==> src/common/cpt_pkg.sv <==
// Constants shared by the charge phase, status and pre-charge timer logic.
// Assumes one 125 MHz clock; analog comparators arrive as synchronous levels.
// Functional notes
// - Precharge lights both indicators, fast only A, done only B.
// - Charger off or input overvoltage turns both indicators off.
// - Above low voltage threshold the fast-charge current is selected.
// - Below low voltage threshold precharge current, about a tenth.
// - At regulation threshold enter voltage regulation, current tapers.
// - Pre-charge timer runs in conditioning, timeout a factor of t_chg.
// - Timer counts only charging, timer pin wired, output below threshold.
// - Timer reset in standby, pin open, or output above threshold.
// - Suspend below threshold holds the count; charging resumes it.
// - Expiry below threshold turns charger off and latches a fault.
// - Fault, power present, output low: recovery trickle current on.
// - Fault cleared by enable rising, overvoltage, power loss, timer off.
// - Near 112 C junction enter thermal regulation, reduce current.
// - Suspend above 155 C, resume about 20 C below it.
// - Thermal regulation slows the timer clock, stretching timeouts.
// - Timeouts come from a 2^24 span counter on the oscillator.
// - Stretch ratio: set over current-set in fast, pre-set over set in pre.
// - Deglitch timers use the same stretched oscillator tick; this design has no deglitch timers.
// - Pack temperature outside window suspends without resetting timers.
// - Termination disabled: never done, fast or precharge by voltage.
package cpt_pkg;
	localparam int CLK_PERIOD_NS = 8;
	// Base oscillator period, arbitrary plain default
	localparam int OSC_PERIOD_NS = 800;
	localparam int OSC_DIV_CYCLES = (OSC_PERIOD_NS + CLK_PERIOD_NS - 1)
		/ CLK_PERIOD_NS;
	localparam int TMR_WIDTH = 24;
	localparam logic [23:0] PCHG_TC_RESET = 24'h199999;
	localparam int RATIO_WIDTH = 4;

	localparam logic [7:0] ADDR_CTRL = 8'h00;
	localparam logic [7:0] ADDR_PCHG_TC = 8'h04;
	localparam logic [7:0] ADDR_STATUS = 8'h08;
	localparam logic [7:0] ADDR_COUNT = 8'h0C;

	localparam int CTRL_TERM_EN_BIT = 0;
	localparam int CTRL_STRETCH_EN_BIT = 1;
	localparam logic [1:0] CTRL_RESET = 2'h3;

	localparam int ST_MODE_LSB = 0;
	localparam int ST_PHASE_LSB = 4;
	localparam int ST_FAULT_BIT = 8;
	localparam int ST_SHUT_BIT = 9;
	localparam int ST_TREG_BIT = 10;
	localparam int ST_IND_A_BIT = 11;
	localparam int ST_IND_B_BIT = 12;
	localparam int ST_TRICKLE_BIT = 13;

	localparam logic [1:0] CUR_OFF = 2'h0;
	localparam logic [1:0] CUR_PRE = 2'h1;
	localparam logic [1:0] CUR_FAST = 2'h2;
	localparam logic [1:0] CUR_VREG = 2'h3;

	typedef enum logic [2:0] {
		MODE_SLEEP,
		MODE_STANDBY,
		MODE_CHARGING,
		MODE_SUSPEND,
		MODE_FAULT
	} cpt_mode_t;

	typedef enum logic [1:0] {
		PHASE_PRE,
		PHASE_FAST,
		PHASE_VREG
	} cpt_phase_t;
endpackage : cpt_pkg

==> src/core/cpt_clock_stretch.sv <==
// Timer oscillator with a period stretched by an integer multiplier.
// Assumes the multiplier is a synchronous level; zero is treated as one.
module cpt_clock_stretch
	import cpt_pkg::*;
#(
	parameter int DIV_CYCLES = OSC_DIV_CYCLES,
	parameter int MULT_WIDTH = RATIO_WIDTH
) (
	input wire logic i_clk,
	input wire logic i_rst,
	input wire logic [MULT_WIDTH-1:0] i_mult,
	output logic o_tick
);
	logic [15:0] div_reg;
	logic [MULT_WIDTH-1:0] sub_reg;
	logic base_wrap;
	logic [MULT_WIDTH-1:0] mult_eff;

	assign base_wrap = (div_reg == 16'(DIV_CYCLES - 1));
	// A zero ratio would stall the timers forever, so clamp to one
	assign mult_eff = (i_mult == '0) ? MULT_WIDTH'(1) : i_mult;

	always_ff @(posedge i_clk) begin
		if (i_rst || base_wrap) begin
			div_reg <= '0;
		end else begin
			div_reg <= div_reg + 16'h0001;
		end
	end

	// Each base period counts once; the tick comes after mult of them
	always_ff @(posedge i_clk) begin
		if (i_rst) begin
			sub_reg <= '0;
			o_tick <= 1'b0;
		end else if (base_wrap) begin
			if (sub_reg >= mult_eff - MULT_WIDTH'(1)) begin
				sub_reg <= '0;
				o_tick <= 1'b1;
			end else begin
				sub_reg <= sub_reg + MULT_WIDTH'(1);
				o_tick <= 1'b0;
			end
		end else begin
			o_tick <= 1'b0;
		end
	end
endmodule : cpt_clock_stretch

==> src/core/cpt_charge_ctrl.sv <==
// Charge phase selection, status indicators, pre-charge safety timer,
// thermal decisions and dynamic timer stretch, with an APB register slave.
// Assumes analog comparator results are synchronous to I_CLK.
//
// Local design decisions: the register addresses and the APB slave port.
module cpt_charge_ctrl
	import cpt_pkg::*;
#(
	parameter logic [TMR_WIDTH-1:0] PCHG_TC_DEFAULT = PCHG_TC_RESET
) (
	input wire logic I_CLK,
	input wire logic I_RST,
	input wire logic I_PSEL,
	input wire logic I_PENABLE,
	input wire logic I_PWRITE,
	input wire logic [7:0] I_PADDR,
	input wire logic [31:0] I_PWDATA,
	output logic [31:0] O_PRDATA,
	output logic O_PREADY,
	output logic O_PSLVERR,
	input wire logic I_POWER_OK,
	input wire logic I_INPUT_OVERVOLTAGE,
	input wire logic I_CHARGE_ENABLE_N,
	input wire logic I_TIMER_PROGRAM_OPEN,
	input wire logic I_VOUT_ABOVE_LOWV,
	input wire logic I_VOUT_AT_REG,
	input wire logic I_PACK_TEMP_OK,
	input wire logic I_TJ_AT_REG,
	input wire logic I_TJ_OVER_SHUT,
	input wire logic I_TJ_BELOW_RESUME,
	input wire logic I_TERM_DONE,
	input wire logic [RATIO_WIDTH-1:0] I_RATIO_FAST,
	input wire logic [RATIO_WIDTH-1:0] I_RATIO_PRE,
	output logic O_INDICATOR_A,
	output logic O_INDICATOR_B,
	output logic O_CHARGER_ON,
	output logic [1:0] O_CURRENT_SEL,
	output logic O_RECOVERY_TRICKLE,
	output logic O_THERMAL_REG,
	output logic O_PCHG_FAULT,
	output logic O_TIMER_TICK
);
	cpt_mode_t mode_reg, mode_next;
	cpt_phase_t phase_reg, phase_next;

	logic [1:0] ctrl_reg;
	logic [TMR_WIDTH-1:0] pchg_tc_reg;
	logic [TMR_WIDTH-1:0] count_reg;
	logic ce_n_d_reg;
	logic ce_rise;
	logic fault_reg;
	logic shut_reg;
	logic term_en;
	logic done_shown;
	logic timer_reset;
	logic timer_count;
	logic expired;
	logic fault_clear;
	logic tick;
	logic [RATIO_WIDTH-1:0] ratio_sel;
	logic [RATIO_WIDTH-1:0] stretch_mult;
	logic apb_access;
	logic apb_done;
	logic addr_ok;
	logic [31:0] rdata_next;
	logic ind_a_next;
	logic ind_b_next;
	logic [1:0] cur_next;

	// Combinational phase to current-select decode, used by the current selection
	function automatic logic [1:0] phase_current(input cpt_phase_t p);
		unique case (p)
			PHASE_PRE: phase_current = CUR_PRE;
			PHASE_FAST: phase_current = CUR_FAST;
			PHASE_VREG: phase_current = CUR_VREG;
			default: phase_current = CUR_OFF;
		endcase
	endfunction : phase_current

	function automatic logic valid_addr(input logic [7:0] a);
		valid_addr = (a == ADDR_CTRL) || (a == ADDR_PCHG_TC)
			|| (a == ADDR_STATUS) || (a == ADDR_COUNT);
	endfunction : valid_addr

	// Termination follows the timer pin wiring and a software gate
	assign term_en = !I_TIMER_PROGRAM_OPEN && ctrl_reg[CTRL_TERM_EN_BIT];
	assign done_shown = I_TERM_DONE && term_en;
	assign ce_rise = I_CHARGE_ENABLE_N && !ce_n_d_reg;

	always_ff @(posedge I_CLK) begin
		if (I_RST) begin
			ce_n_d_reg <= 1'b1;
		end else begin
			ce_n_d_reg <= I_CHARGE_ENABLE_N;
		end
	end

	// Thermal shutdown with hysteresis: trip high, release only well below
	always_ff @(posedge I_CLK) begin
		if (I_RST) begin
			shut_reg <= 1'b0;
		end else if (I_TJ_OVER_SHUT) begin
			shut_reg <= 1'b1;
		end else if (I_TJ_BELOW_RESUME) begin
			shut_reg <= 1'b0;
		end
	end

	always_comb begin
		if (!I_POWER_OK) begin
			mode_next = MODE_SLEEP;
		end else if (I_CHARGE_ENABLE_N || I_INPUT_OVERVOLTAGE) begin
			mode_next = MODE_STANDBY;
		end else if (fault_reg || (expired && !I_VOUT_ABOVE_LOWV)) begin
			mode_next = MODE_FAULT;
		end else if (!I_PACK_TEMP_OK || shut_reg || I_TJ_OVER_SHUT) begin
			mode_next = MODE_SUSPEND;
		end else begin
			mode_next = MODE_CHARGING;
		end
	end

	always_comb begin
		if (!I_VOUT_ABOVE_LOWV) begin
			phase_next = PHASE_PRE;
		end else if (I_VOUT_AT_REG) begin
			phase_next = PHASE_VREG;
		end else begin
			phase_next = PHASE_FAST;
		end
	end

	always_ff @(posedge I_CLK) begin
		if (I_RST) begin
			mode_reg <= MODE_SLEEP;
			phase_reg <= PHASE_PRE;
		end else begin
			mode_reg <= mode_next;
			phase_reg <= phase_next;
		end
	end

	// Ratio follows the phase; only applied while thermal loop is active
	assign ratio_sel = (phase_reg == PHASE_PRE) ? I_RATIO_PRE
		: I_RATIO_FAST;
	assign stretch_mult = (O_THERMAL_REG && ctrl_reg[CTRL_STRETCH_EN_BIT])
		? ratio_sel : RATIO_WIDTH'(1);

	// One oscillator feeds both the safety counter and the O_TIMER_TICK output
	cpt_clock_stretch #(
		.DIV_CYCLES(OSC_DIV_CYCLES),
		.MULT_WIDTH(RATIO_WIDTH)
	) u_stretch (
		.i_clk(I_CLK),
		.i_rst(I_RST),
		.i_mult(stretch_mult),
		.o_tick(tick)
	);

	assign O_TIMER_TICK = tick;

	// Pre-charge safety timer on the stretched oscillator
	assign timer_reset = (mode_reg == MODE_STANDBY)
		|| (mode_reg == MODE_SLEEP)
		|| I_TIMER_PROGRAM_OPEN || I_VOUT_ABOVE_LOWV;
	assign expired = (count_reg >= pchg_tc_reg);
	assign timer_count = (mode_reg == MODE_CHARGING) && !I_TIMER_PROGRAM_OPEN
		&& !I_VOUT_ABOVE_LOWV && !expired && tick;

	always_ff @(posedge I_CLK) begin
		if (I_RST || timer_reset) begin
			count_reg <= '0;
		end else if (timer_count) begin
			count_reg <= count_reg + TMR_WIDTH'(1);
		end
		// Below threshold with the pin wired, suspend and fault leave the count untouched
	end

	assign fault_clear = ce_rise || I_INPUT_OVERVOLTAGE || !I_POWER_OK
		|| I_TIMER_PROGRAM_OPEN;

	// A timeout seen in the same cycle as a clear still latches the fault
	always_ff @(posedge I_CLK) begin
		if (I_RST) begin
			fault_reg <= 1'b0;
		end else if (expired && !I_VOUT_ABOVE_LOWV
			&& mode_reg == MODE_CHARGING) begin
			fault_reg <= 1'b1;
		end else if (fault_clear) begin
			fault_reg <= 1'b0;
		end
	end

	// Status code and current selection from the next mode and phase
	always_comb begin
		ind_a_next = 1'b0;
		ind_b_next = 1'b0;
		cur_next = CUR_OFF;
		if (mode_next == MODE_CHARGING && !I_INPUT_OVERVOLTAGE) begin
			cur_next = phase_current(phase_next);
			if (done_shown) begin
				ind_b_next = 1'b1;
			end else if (phase_next == PHASE_PRE) begin
				ind_a_next = 1'b1;
				ind_b_next = 1'b1;
			end else begin
				ind_a_next = 1'b1;
			end
		end
		// Every other mode leaves both indicators released
	end

	always_ff @(posedge I_CLK) begin
		if (I_RST) begin
			O_INDICATOR_A <= 1'b0;
			O_INDICATOR_B <= 1'b0;
			O_CURRENT_SEL <= CUR_OFF;
			O_CHARGER_ON <= 1'b0;
		end else begin
			O_INDICATOR_A <= ind_a_next;
			O_INDICATOR_B <= ind_b_next;
			O_CURRENT_SEL <= cur_next;
			O_CHARGER_ON <= (cur_next != CUR_OFF);
		end
	end

	always_ff @(posedge I_CLK) begin
		if (I_RST) begin
			O_RECOVERY_TRICKLE <= 1'b0;
			O_PCHG_FAULT <= 1'b0;
			O_THERMAL_REG <= 1'b0;
		end else begin
			O_RECOVERY_TRICKLE <= fault_reg && I_POWER_OK
				&& !I_VOUT_ABOVE_LOWV;
			O_PCHG_FAULT <= fault_reg;
			// Current reduction itself is analog; this flags the loop
			O_THERMAL_REG <= I_TJ_AT_REG
				&& (mode_next == MODE_CHARGING);
		end
	end

	// APB slave: one wait state, then a registered answer
	assign apb_access = I_PSEL && I_PENABLE;
	assign apb_done = apb_access && O_PREADY;
	assign addr_ok = valid_addr(I_PADDR);

	always_comb begin
		rdata_next = 32'h00000000;
		unique case (I_PADDR)
			ADDR_CTRL: rdata_next[1:0] = ctrl_reg;
			ADDR_PCHG_TC: rdata_next[TMR_WIDTH-1:0] = pchg_tc_reg;
			ADDR_STATUS: begin
				rdata_next[ST_MODE_LSB +: 3] = mode_reg;
				rdata_next[ST_PHASE_LSB +: 2] = phase_reg;
				rdata_next[ST_FAULT_BIT] = fault_reg;
				rdata_next[ST_SHUT_BIT] = shut_reg;
				rdata_next[ST_TREG_BIT] = O_THERMAL_REG;
				rdata_next[ST_IND_A_BIT] = O_INDICATOR_A;
				rdata_next[ST_IND_B_BIT] = O_INDICATOR_B;
				rdata_next[ST_TRICKLE_BIT] = O_RECOVERY_TRICKLE;
			end
			ADDR_COUNT: rdata_next[TMR_WIDTH-1:0] = count_reg;
			default: rdata_next = 32'h00000000;
		endcase
	end

	always_ff @(posedge I_CLK) begin
		if (I_RST) begin
			O_PREADY <= 1'b0;
			O_PRDATA <= 32'h00000000;
			O_PSLVERR <= 1'b0;
		end else if (apb_access && !O_PREADY) begin
			O_PREADY <= 1'b1;
			O_PRDATA <= I_PWRITE ? 32'h00000000 : rdata_next;
			O_PSLVERR <= !addr_ok;
		end else begin
			O_PREADY <= 1'b0;
			O_PRDATA <= 32'h00000000;
			O_PSLVERR <= 1'b0;
		end
	end

	// Writes land on the completing edge; status and count are read-only
	always_ff @(posedge I_CLK) begin
		if (I_RST) begin
			ctrl_reg <= CTRL_RESET;
			pchg_tc_reg <= PCHG_TC_DEFAULT;
		end else if (apb_done && I_PWRITE) begin
			if (I_PADDR == ADDR_CTRL) begin
				ctrl_reg <= I_PWDATA[1:0];
			end
			// A zero terminal count would fault at once; keep it nonzero
			if (I_PADDR == ADDR_PCHG_TC && I_PWDATA[TMR_WIDTH-1:0] != '0) begin
				pchg_tc_reg <= I_PWDATA[TMR_WIDTH-1:0];
			end
		end
	end
endmodule : cpt_charge_ctrl

==> config.mk <==
export PLATFORM = sky130hd
export DESIGN_NAME = cpt_charge_ctrl
export DESIGN_NICKNAME = d
export VERILOG_FILES = /design/src/common/cpt_pkg.sv /design/src/core/cpt_clock_stretch.sv /design/src/core/cpt_charge_ctrl.sv
export SDC_FILE = /design/constraint.sdc
export NUM_CORES = 1
export LEC_CHECK = 0
export BUFFER_PORTS_ARGS = -buffer_cell sky130_fd_sc_hd__buf_2
export CAP_MARGIN = 30
export CORE_ASPECT_RATIO = 0.8
export CORE_MARGIN = 2
export CORE_UTILIZATION = 30
export CTS_BUF_LIST = sky130_fd_sc_hd__clkbuf_8
export CTS_CLUSTER_SIZE = 16
export DETAILED_ROUTE_END_ITERATION = 7
export SLEW_MARGIN = 20
export SYNTH_ARGS = -nofsm -noshare
export SYNTH_HDL_FRONTEND = slang
export SYNTH_HIERARCHICAL = 1
export SYNTH_SLANG_ARGS = --single-unit
==> constraint.sdc <==
create_clock -name I_CLK -period 3.9 [get_ports I_CLK]
set_input_delay 0.39 -clock I_CLK [delete_from_list [all_inputs] [get_ports I_CLK]]
set_output_delay 0.39 -clock I_CLK [all_outputs]
set_load 0.02 [all_outputs]
==> results of run 1 <==
final timing paths:
check	startpoint	endpoint
max	phase_reg[0]	u_stretch/sub_reg[2]
min	I_TJ_AT_REG	O_THERMAL_REG
max reg2reg	phase_reg[0]	u_stretch/sub_reg[2]
min reg2reg	u_stretch/div_reg[0]	u_stretch/div_reg[0]
critical path, delay by kind of cell (launching register included):
family	cells	cell delay (ns)
mux	1	0.22
fa+ha+maj	1	0.29
simple gates	6	1.56
compound gates	3	0.43
flops	1	0.35
area by class of cell:
class / instances / area share
clock buffers: 21 / 0.0429
clock inverters: 11 / 0.0204
inverters: 49 / 0.0273
multi-input cells: 463 / 0.451
flip-flops and latches: 113 / 0.335
well taps: 253 / 0.0469
repair buffers: 98 / 0.0757
layer usage:
metal,vias to the layer above,track usage
met5,-,0
met4,0,0.0529
met3,19,0.0366
met2,128,0.232
met1,2377,0.240
li1,2530,-
report_power, final:
part	internal [mW]	switching [mW]
clock	0.693	0.495
combinational	0.0423	0.0661
sequential	1.16	0.00647
total	1.90	0.567
logic make-up (layout without fill, tap and decap cells):
| family | Yosys count | in the layout | share of synthesized area |
|---|---|---|---|
| AND/OR/NAND/NOR | 257 | 257 | 0.242 |
| AO/OA/AOI/OAI | 129 | 129 | 0.153 |
| flip-flops | 113 | 113 | 0.402 |
| buffers and inverters | 85 | 179 | 0.0622 |
| adder cells (fa/ha/maj) | 31 | 31 | 0.0689 |
| multiplexers | 26 | 26 | 0.0527 |
| XOR/XNOR | 12 | 12 | 0.0187 |
| other | 1 | 8 | 0.000666 |
cells in the final DEF (no fill, tap or decap), drive strengths merged, types with 8 or more instances in the layout:
cell type	count
nand3	24
inv	52
clkbuf	21
nand2	37
and3	8
mux2	9
nor2	86
a211o	12
nor3	12
xnor2	10
o31ai	17
ha	31
dfxtp	113
o21ai	15
or4	20
buf	98
nand4	13
a21oi	41
conb	8
a22oi	22
nor4	16
mux2i	15
==> flow_summary_export.csv, run 1 <==
group,metric,value,unit
timing,rsz0062_at_grt,"no",
cells_and_area,drive_above_1_share,0.207,
cells_and_area,final_nets,837,
logic_synthesis,yosysTopAreaCell,"dfxtp_1",
logic_synthesis,synth_area_leaders,"dfxtp_1 40%, ha_1 6.9%, nor2_1 5.7%, a21oi_1 3.6%, inv_1 3.3%",
placement,place_area,6320,um^2
drt,firstDrtPassIters,5,
die,fp.dieW,157,um
drt,finalWirelength,15600,um
logic_synthesis,synthDistinctLibCells,64,
cells_and_area,final_cell_count_no_fill,1008,
die,ioPinCount,107,
placement,routabilityCongestion,0.823,
timing,slew_violations,0,
cells_and_area,final_core_util,0.369,
timing,tns,0,ns
logic_synthesis,synth_area_per_cell,8.61,um^2
timing,tightest_slew,0.908,ns
hold_path,hold_class,"in -> reg",
logic_synthesis,synth_edf_count,0,
placement,preCtsSetupSlack,0.911,ns
logic_synthesis,synth_commonest_cells,"113 x dfxtp_1, 86 x nor2_1, 49 x inv_1, 41 x a21oi_1, 37 x nand2_1",
critical_path,reg2reg_slack,0.89,ns
critical_path,crit_type,"reg -> reg",
critical_path,max_stage_delay,0.60,ns
drt,wl_met3,774,um
global_route,grt_overflow,0,
pwr,ir_worst_vdd,0.000191,V
die,die_h,127,um
die,dieArea,19900,um^2
placement,hpwlAfterDp,11600,um
cts,cts_root_buf,"clkbuf_8",
drt,drt_first_iter_violations,378,
critical_path,cp_slowest_cell,"or4b_2",
drt,routed_via_density,5.01,
logic_synthesis,yosysWarningCount,6,
timing,setup_viol,0,
logic_synthesis,synth.cell_area,5630,um^2
critical_path,cp_common_cell,"nor2_1",
critical_path,crit_arrival,3.30,ns
cells_and_area,fin_area,6740,um^2
global_route,grt_pass1_wl,25000,um
die,rows,44,
critical_path,path_max_fanout,5,
cells_and_area,regArea,2260,um^2
cells_and_area,diodes,0,
critical_path,cp.required,4.19,ns
logic_synthesis,syn_inst,654,
timing,hold_violations,0,
die,core,18300,um^2
status,status,"completed",
drt,wire_per_inst,15.4,um
critical_path,start_kind,"flip-flop",
cts,cts_setup_buffers,0,
cts,cts_tree,"yes",
timing,fmax,333,MHz
drt,met2WireLength,6590,um
pwr,total_power,2.46,mW
timing,fin_ws,0.894,ns
cts,cts.path.max_buffers,2,
logic_synthesis,ys_seq_area_frac,0.402,
logic_synthesis,ys.flop_type,"dfxtp_1",
logic_synthesis,synth_top_area_share,0.402,
cts,clkTransAtPathRegs,0.07,ns
global_route,grt_pass1_vias,4584,
placement,placement.io_buffers,90,
timing,relSlewSlack,0.394,
pwr,leakagePower,2.75,nW
logic_synthesis,synthArstFlopShare,0,
timing,skew,0.0112,ns
pwr,pwr_density_cell,365,nW/um^2
critical_path,reg2reg_depth,11,
drt,antenna_left,0,
cells_and_area,fillers,1963,
timing,finalCritPeriodShare,0.771,
timing,hold_ws,0.166,ns
logic_synthesis,synth.most_common_cell,"dfxtp_1",
placement,dp.cells,976,
cts,clock_latency,0.44,ns
timing,min_period,3.01,ns
cts,cts.sinks,113,
global_route,gr-usage-all-layers,0.162,
drt,wl_met1,7970,um
cells_and_area,area_delta_synth_final,19.8,%
hold_path,hold_depth,3,
critical_path,endpoint_kind,"flip-flop",
run,cap_viol_max_count,0,
cts,h-tree-depth,4,
global_route,grt_max_degree,44,
drt,num_vias,5054,
critical_path,path_cells,"nor2_1, mux2i_1, nand3_1, or2_2, nor2_1, a21oi_1, ha_1, or4b_2, a32o_1, nand4b_1, a31oi_1",
cells_and_area,multiInputGateArea,3040,um^2
cts,cts_hold_buf,0,
cts,cts_resized,0,
drt,highest_layer,"met4",
logic_synthesis,synth_seq_cells,113,
global_route,antenna_found_initial,0,
die,start_util,0.308,
drt,route.detailed.drc,0,
cts,cts_buffers,17,
No activity file was read; power rests on OpenSTA's default activity.
==> run 2, diff against run 1 <==
==> constraint.sdc (replaced) <==
create_clock -name I_CLK -period 3 [get_ports I_CLK]
set_input_delay 0.3 -clock I_CLK [delete_from_list [all_inputs] [get_ports I_CLK]]
set_output_delay 0.3 -clock I_CLK [all_outputs]
set_load 0.02 [all_outputs]
==> run 2 against run 1 <==
Compared with the run above: non-clock buffer count rose by 19; clock skew fell by 0.0024 ns; global-route usage rose by 0.11 points; die area did not move; sequential power rose by 30%; count of clock-buffer cells in the layout fell by 2; critical endpoint unchanged.
==> flow_summary_export.csv, run 2 (synthesized netlist as in run 1, its figures left out) <==
group,metric,value,unit
status,status,"completed",
cells_and_area,final_cell_mix,"113 x dfxtp_1, 90 x buf_2, 86 x nor2_1",
placement,hpwlAfterDp,12000,um
drt,num_vias,5088,
cts,cts_setup_buffers,0,
timing,setup_viol,0,
timing,relSlewSlack,0.427,
drt,drt_first_iter_violations,366,
timing,slew_violations,0,
die,fp.dieW,157,um
placement,place_area,6470,um^2
timing,fmax,361,MHz
drt,firstDrtPassIters,6,
cts,cts.sinks,113,
global_route,grt_pass1_wl,24900,um
drt,antenna_left,0,
cells_and_area,final_nets,856,
global_route,antenna_found_initial,0,
run,cap_viol_max_count,0,
hold_path,min_from,"I_TJ_AT_REG",
timing,finalCritPeriodShare,0.924,
die,dieArea,19900,um^2
cts,h-tree-depth,4,
cts,cts_root_buf,"clkbuf_8",
cells_and_area,layout_commonest_cell,"dfxtp_1",
critical_path,r2r-start,"phase_reg[0]",
placement,routabilityCongestion,0.864,
timing,skew,0.00886,ns
cts,cts.path.max_buffers,2,
die,ioPinCount,107,
hold_path,hold_depth,3,
global_route,grt_overflow,0,
hold_path,hold_class,"in -> reg",
timing,tightest_slew,0.851,ns
critical_path,cp-startpoint,"phase_reg[0]",
global_route,gr-usage-all-layers,0.163,
pwr,leakagePower,2.84,nW
critical_path,path_max_fanout,5,
critical_path,reg2reg_slack,0.23,ns
hold_path,holdPathEnd,"O_THERMAL_REG",
cells_and_area,area_delta_synth_final,22.9,%
cts,cts_hold_buf,0,
cts,clock_latency,0.44,ns
critical_path,crit_arrival,3.09,ns
drt,routed_via_density,4.95,
pwr,ir_worst_vdd,0.000311,V
critical_path,reg2reg_depth,11,
global_route,grt_max_degree,36,
die,die_h,127,um
cts,cts_resized,0,
cells_and_area,fin_area,6920,um^2
critical_path,r2r-end,"u_stretch/sub_reg[2]",
critical_path,endpoint_kind,"flip-flop",
timing,tns,0,ns
critical_path,cp.required,3.32,ns
die,core,18300,um^2
critical_path,start_kind,"flip-flop",
timing,hold_violations,0,
placement,placement.io_buffers,90,
die,start_util,0.308,
cts,cts_buffers,17,
global_route,grt_pass1_vias,4669,
cells_and_area,drive_above_1_share,0.230,
cts,cts_tree,"yes",
timing,rsz0062_at_grt,"no",
drt,wire_per_inst,15.3,um
critical_path,crit_type,"reg -> reg",
cts,clkTransAtPathRegs,0.07,ns
die,rows,44,
drt,route.detailed.drc,0,
pwr,pwr_density_cell,471,nW/um^2
cells_and_area,diodes,0,
timing,min_period,2.77,ns
drt,finalWirelength,15700,um
==> run 2: per-stage QoR <==
step | hold slack [ns] | power, mW | instances | util | setup WS [ns]
floorplan | 0.369 | 1.62 | 661 | - | 0.273
global route | 0.0655 | 3.38 | 1027 | 0.378 | 0.0302
finish | 0.0726 | 3.26 | 1027 | 0.378 | 0.229
global placement | 0.446 | 1.69 | 995 | 0.354 | 0.220
CTS | 0.0370 | 3.29 | 1027 | 0.378 | 0.214
detailed placement | 0.449 | 1.69 | 995 | 0.354 | 0.222
==> run 2: per-layer routing <==
| metal | wire (um) | part of all wire | GRT usage | vias to the layer above |
|---|---|---|---|---|
| met5 | 0 | 0 | 0 | - |
| met4 | 175 | 0.011 | 0.0519 | 0 |
| met3 | 874 | 0.056 | 0.0379 | 17 |
| met2 | 6750 | 0.43 | 0.239 | 141 |
| met1 | 7940 | 0.50 | 0.236 | 2362 |
| li1 | - | - | - | 2568 |
==> run 2: how the worst max path moves through the flow <==
| stage | slack [ns] | cells after the start | endpoint |
|---|---|---|---|
| 4_1_cts | 0.21 | 11 | u_stretch/sub_reg[2] |
| 2_1_floorplan | 0.27 | 11 | u_stretch/sub_reg[2] |
| 6_report | 0.23 | 11 | u_stretch/sub_reg[2] |
| 3_3_place_gp | 0.22 | 11 | u_stretch/sub_reg[2] |
| 3_5_place_dp | 0.22 | 11 | u_stretch/sub_reg[2] |
| 5_1_grt | 0.03 | 11 | u_stretch/sub_reg[2] |
==> run 2: area by class of cell <==
| class | instances | area [um^2] |
|---|---|---|
| Clock buffer | 19 | 262 |
| Clock inverter | 13 | 184 |
| Fill cell | 1922 | 11400 |
| Inverter | 49 | 184 |
| Multi-Input combinational cell | 463 | 3040 |
| Sequential cell | 113 | 2260 |
| Tap cell | 253 | 317 |
| Timing Repair Buffer | 117 | 666 |
==> run 2: power breakdown <==
group	total, mW	leakage [nW]	internal (mW)	switching, mW
sequential	1.52	0.913	1.51	0.00762
clock	1.60	0.218	0.949	0.648
combinational	0.143	1.71	0.0581	0.0847
==> run 2: worst max-delay path: stages, from the launching register on <==
cell and delay (ns):
dfxtp_1 0.31, nor2_1 0.15, mux2i_1 0.20, nand3_1 0.13, or2_2 0.35, nor2_1 0.10
a21oi_1 0.05, ha_1 0.28, or4b_2 0.60, a32o_1 0.29, nand4b_1 0.11, a31oi_1 0.08
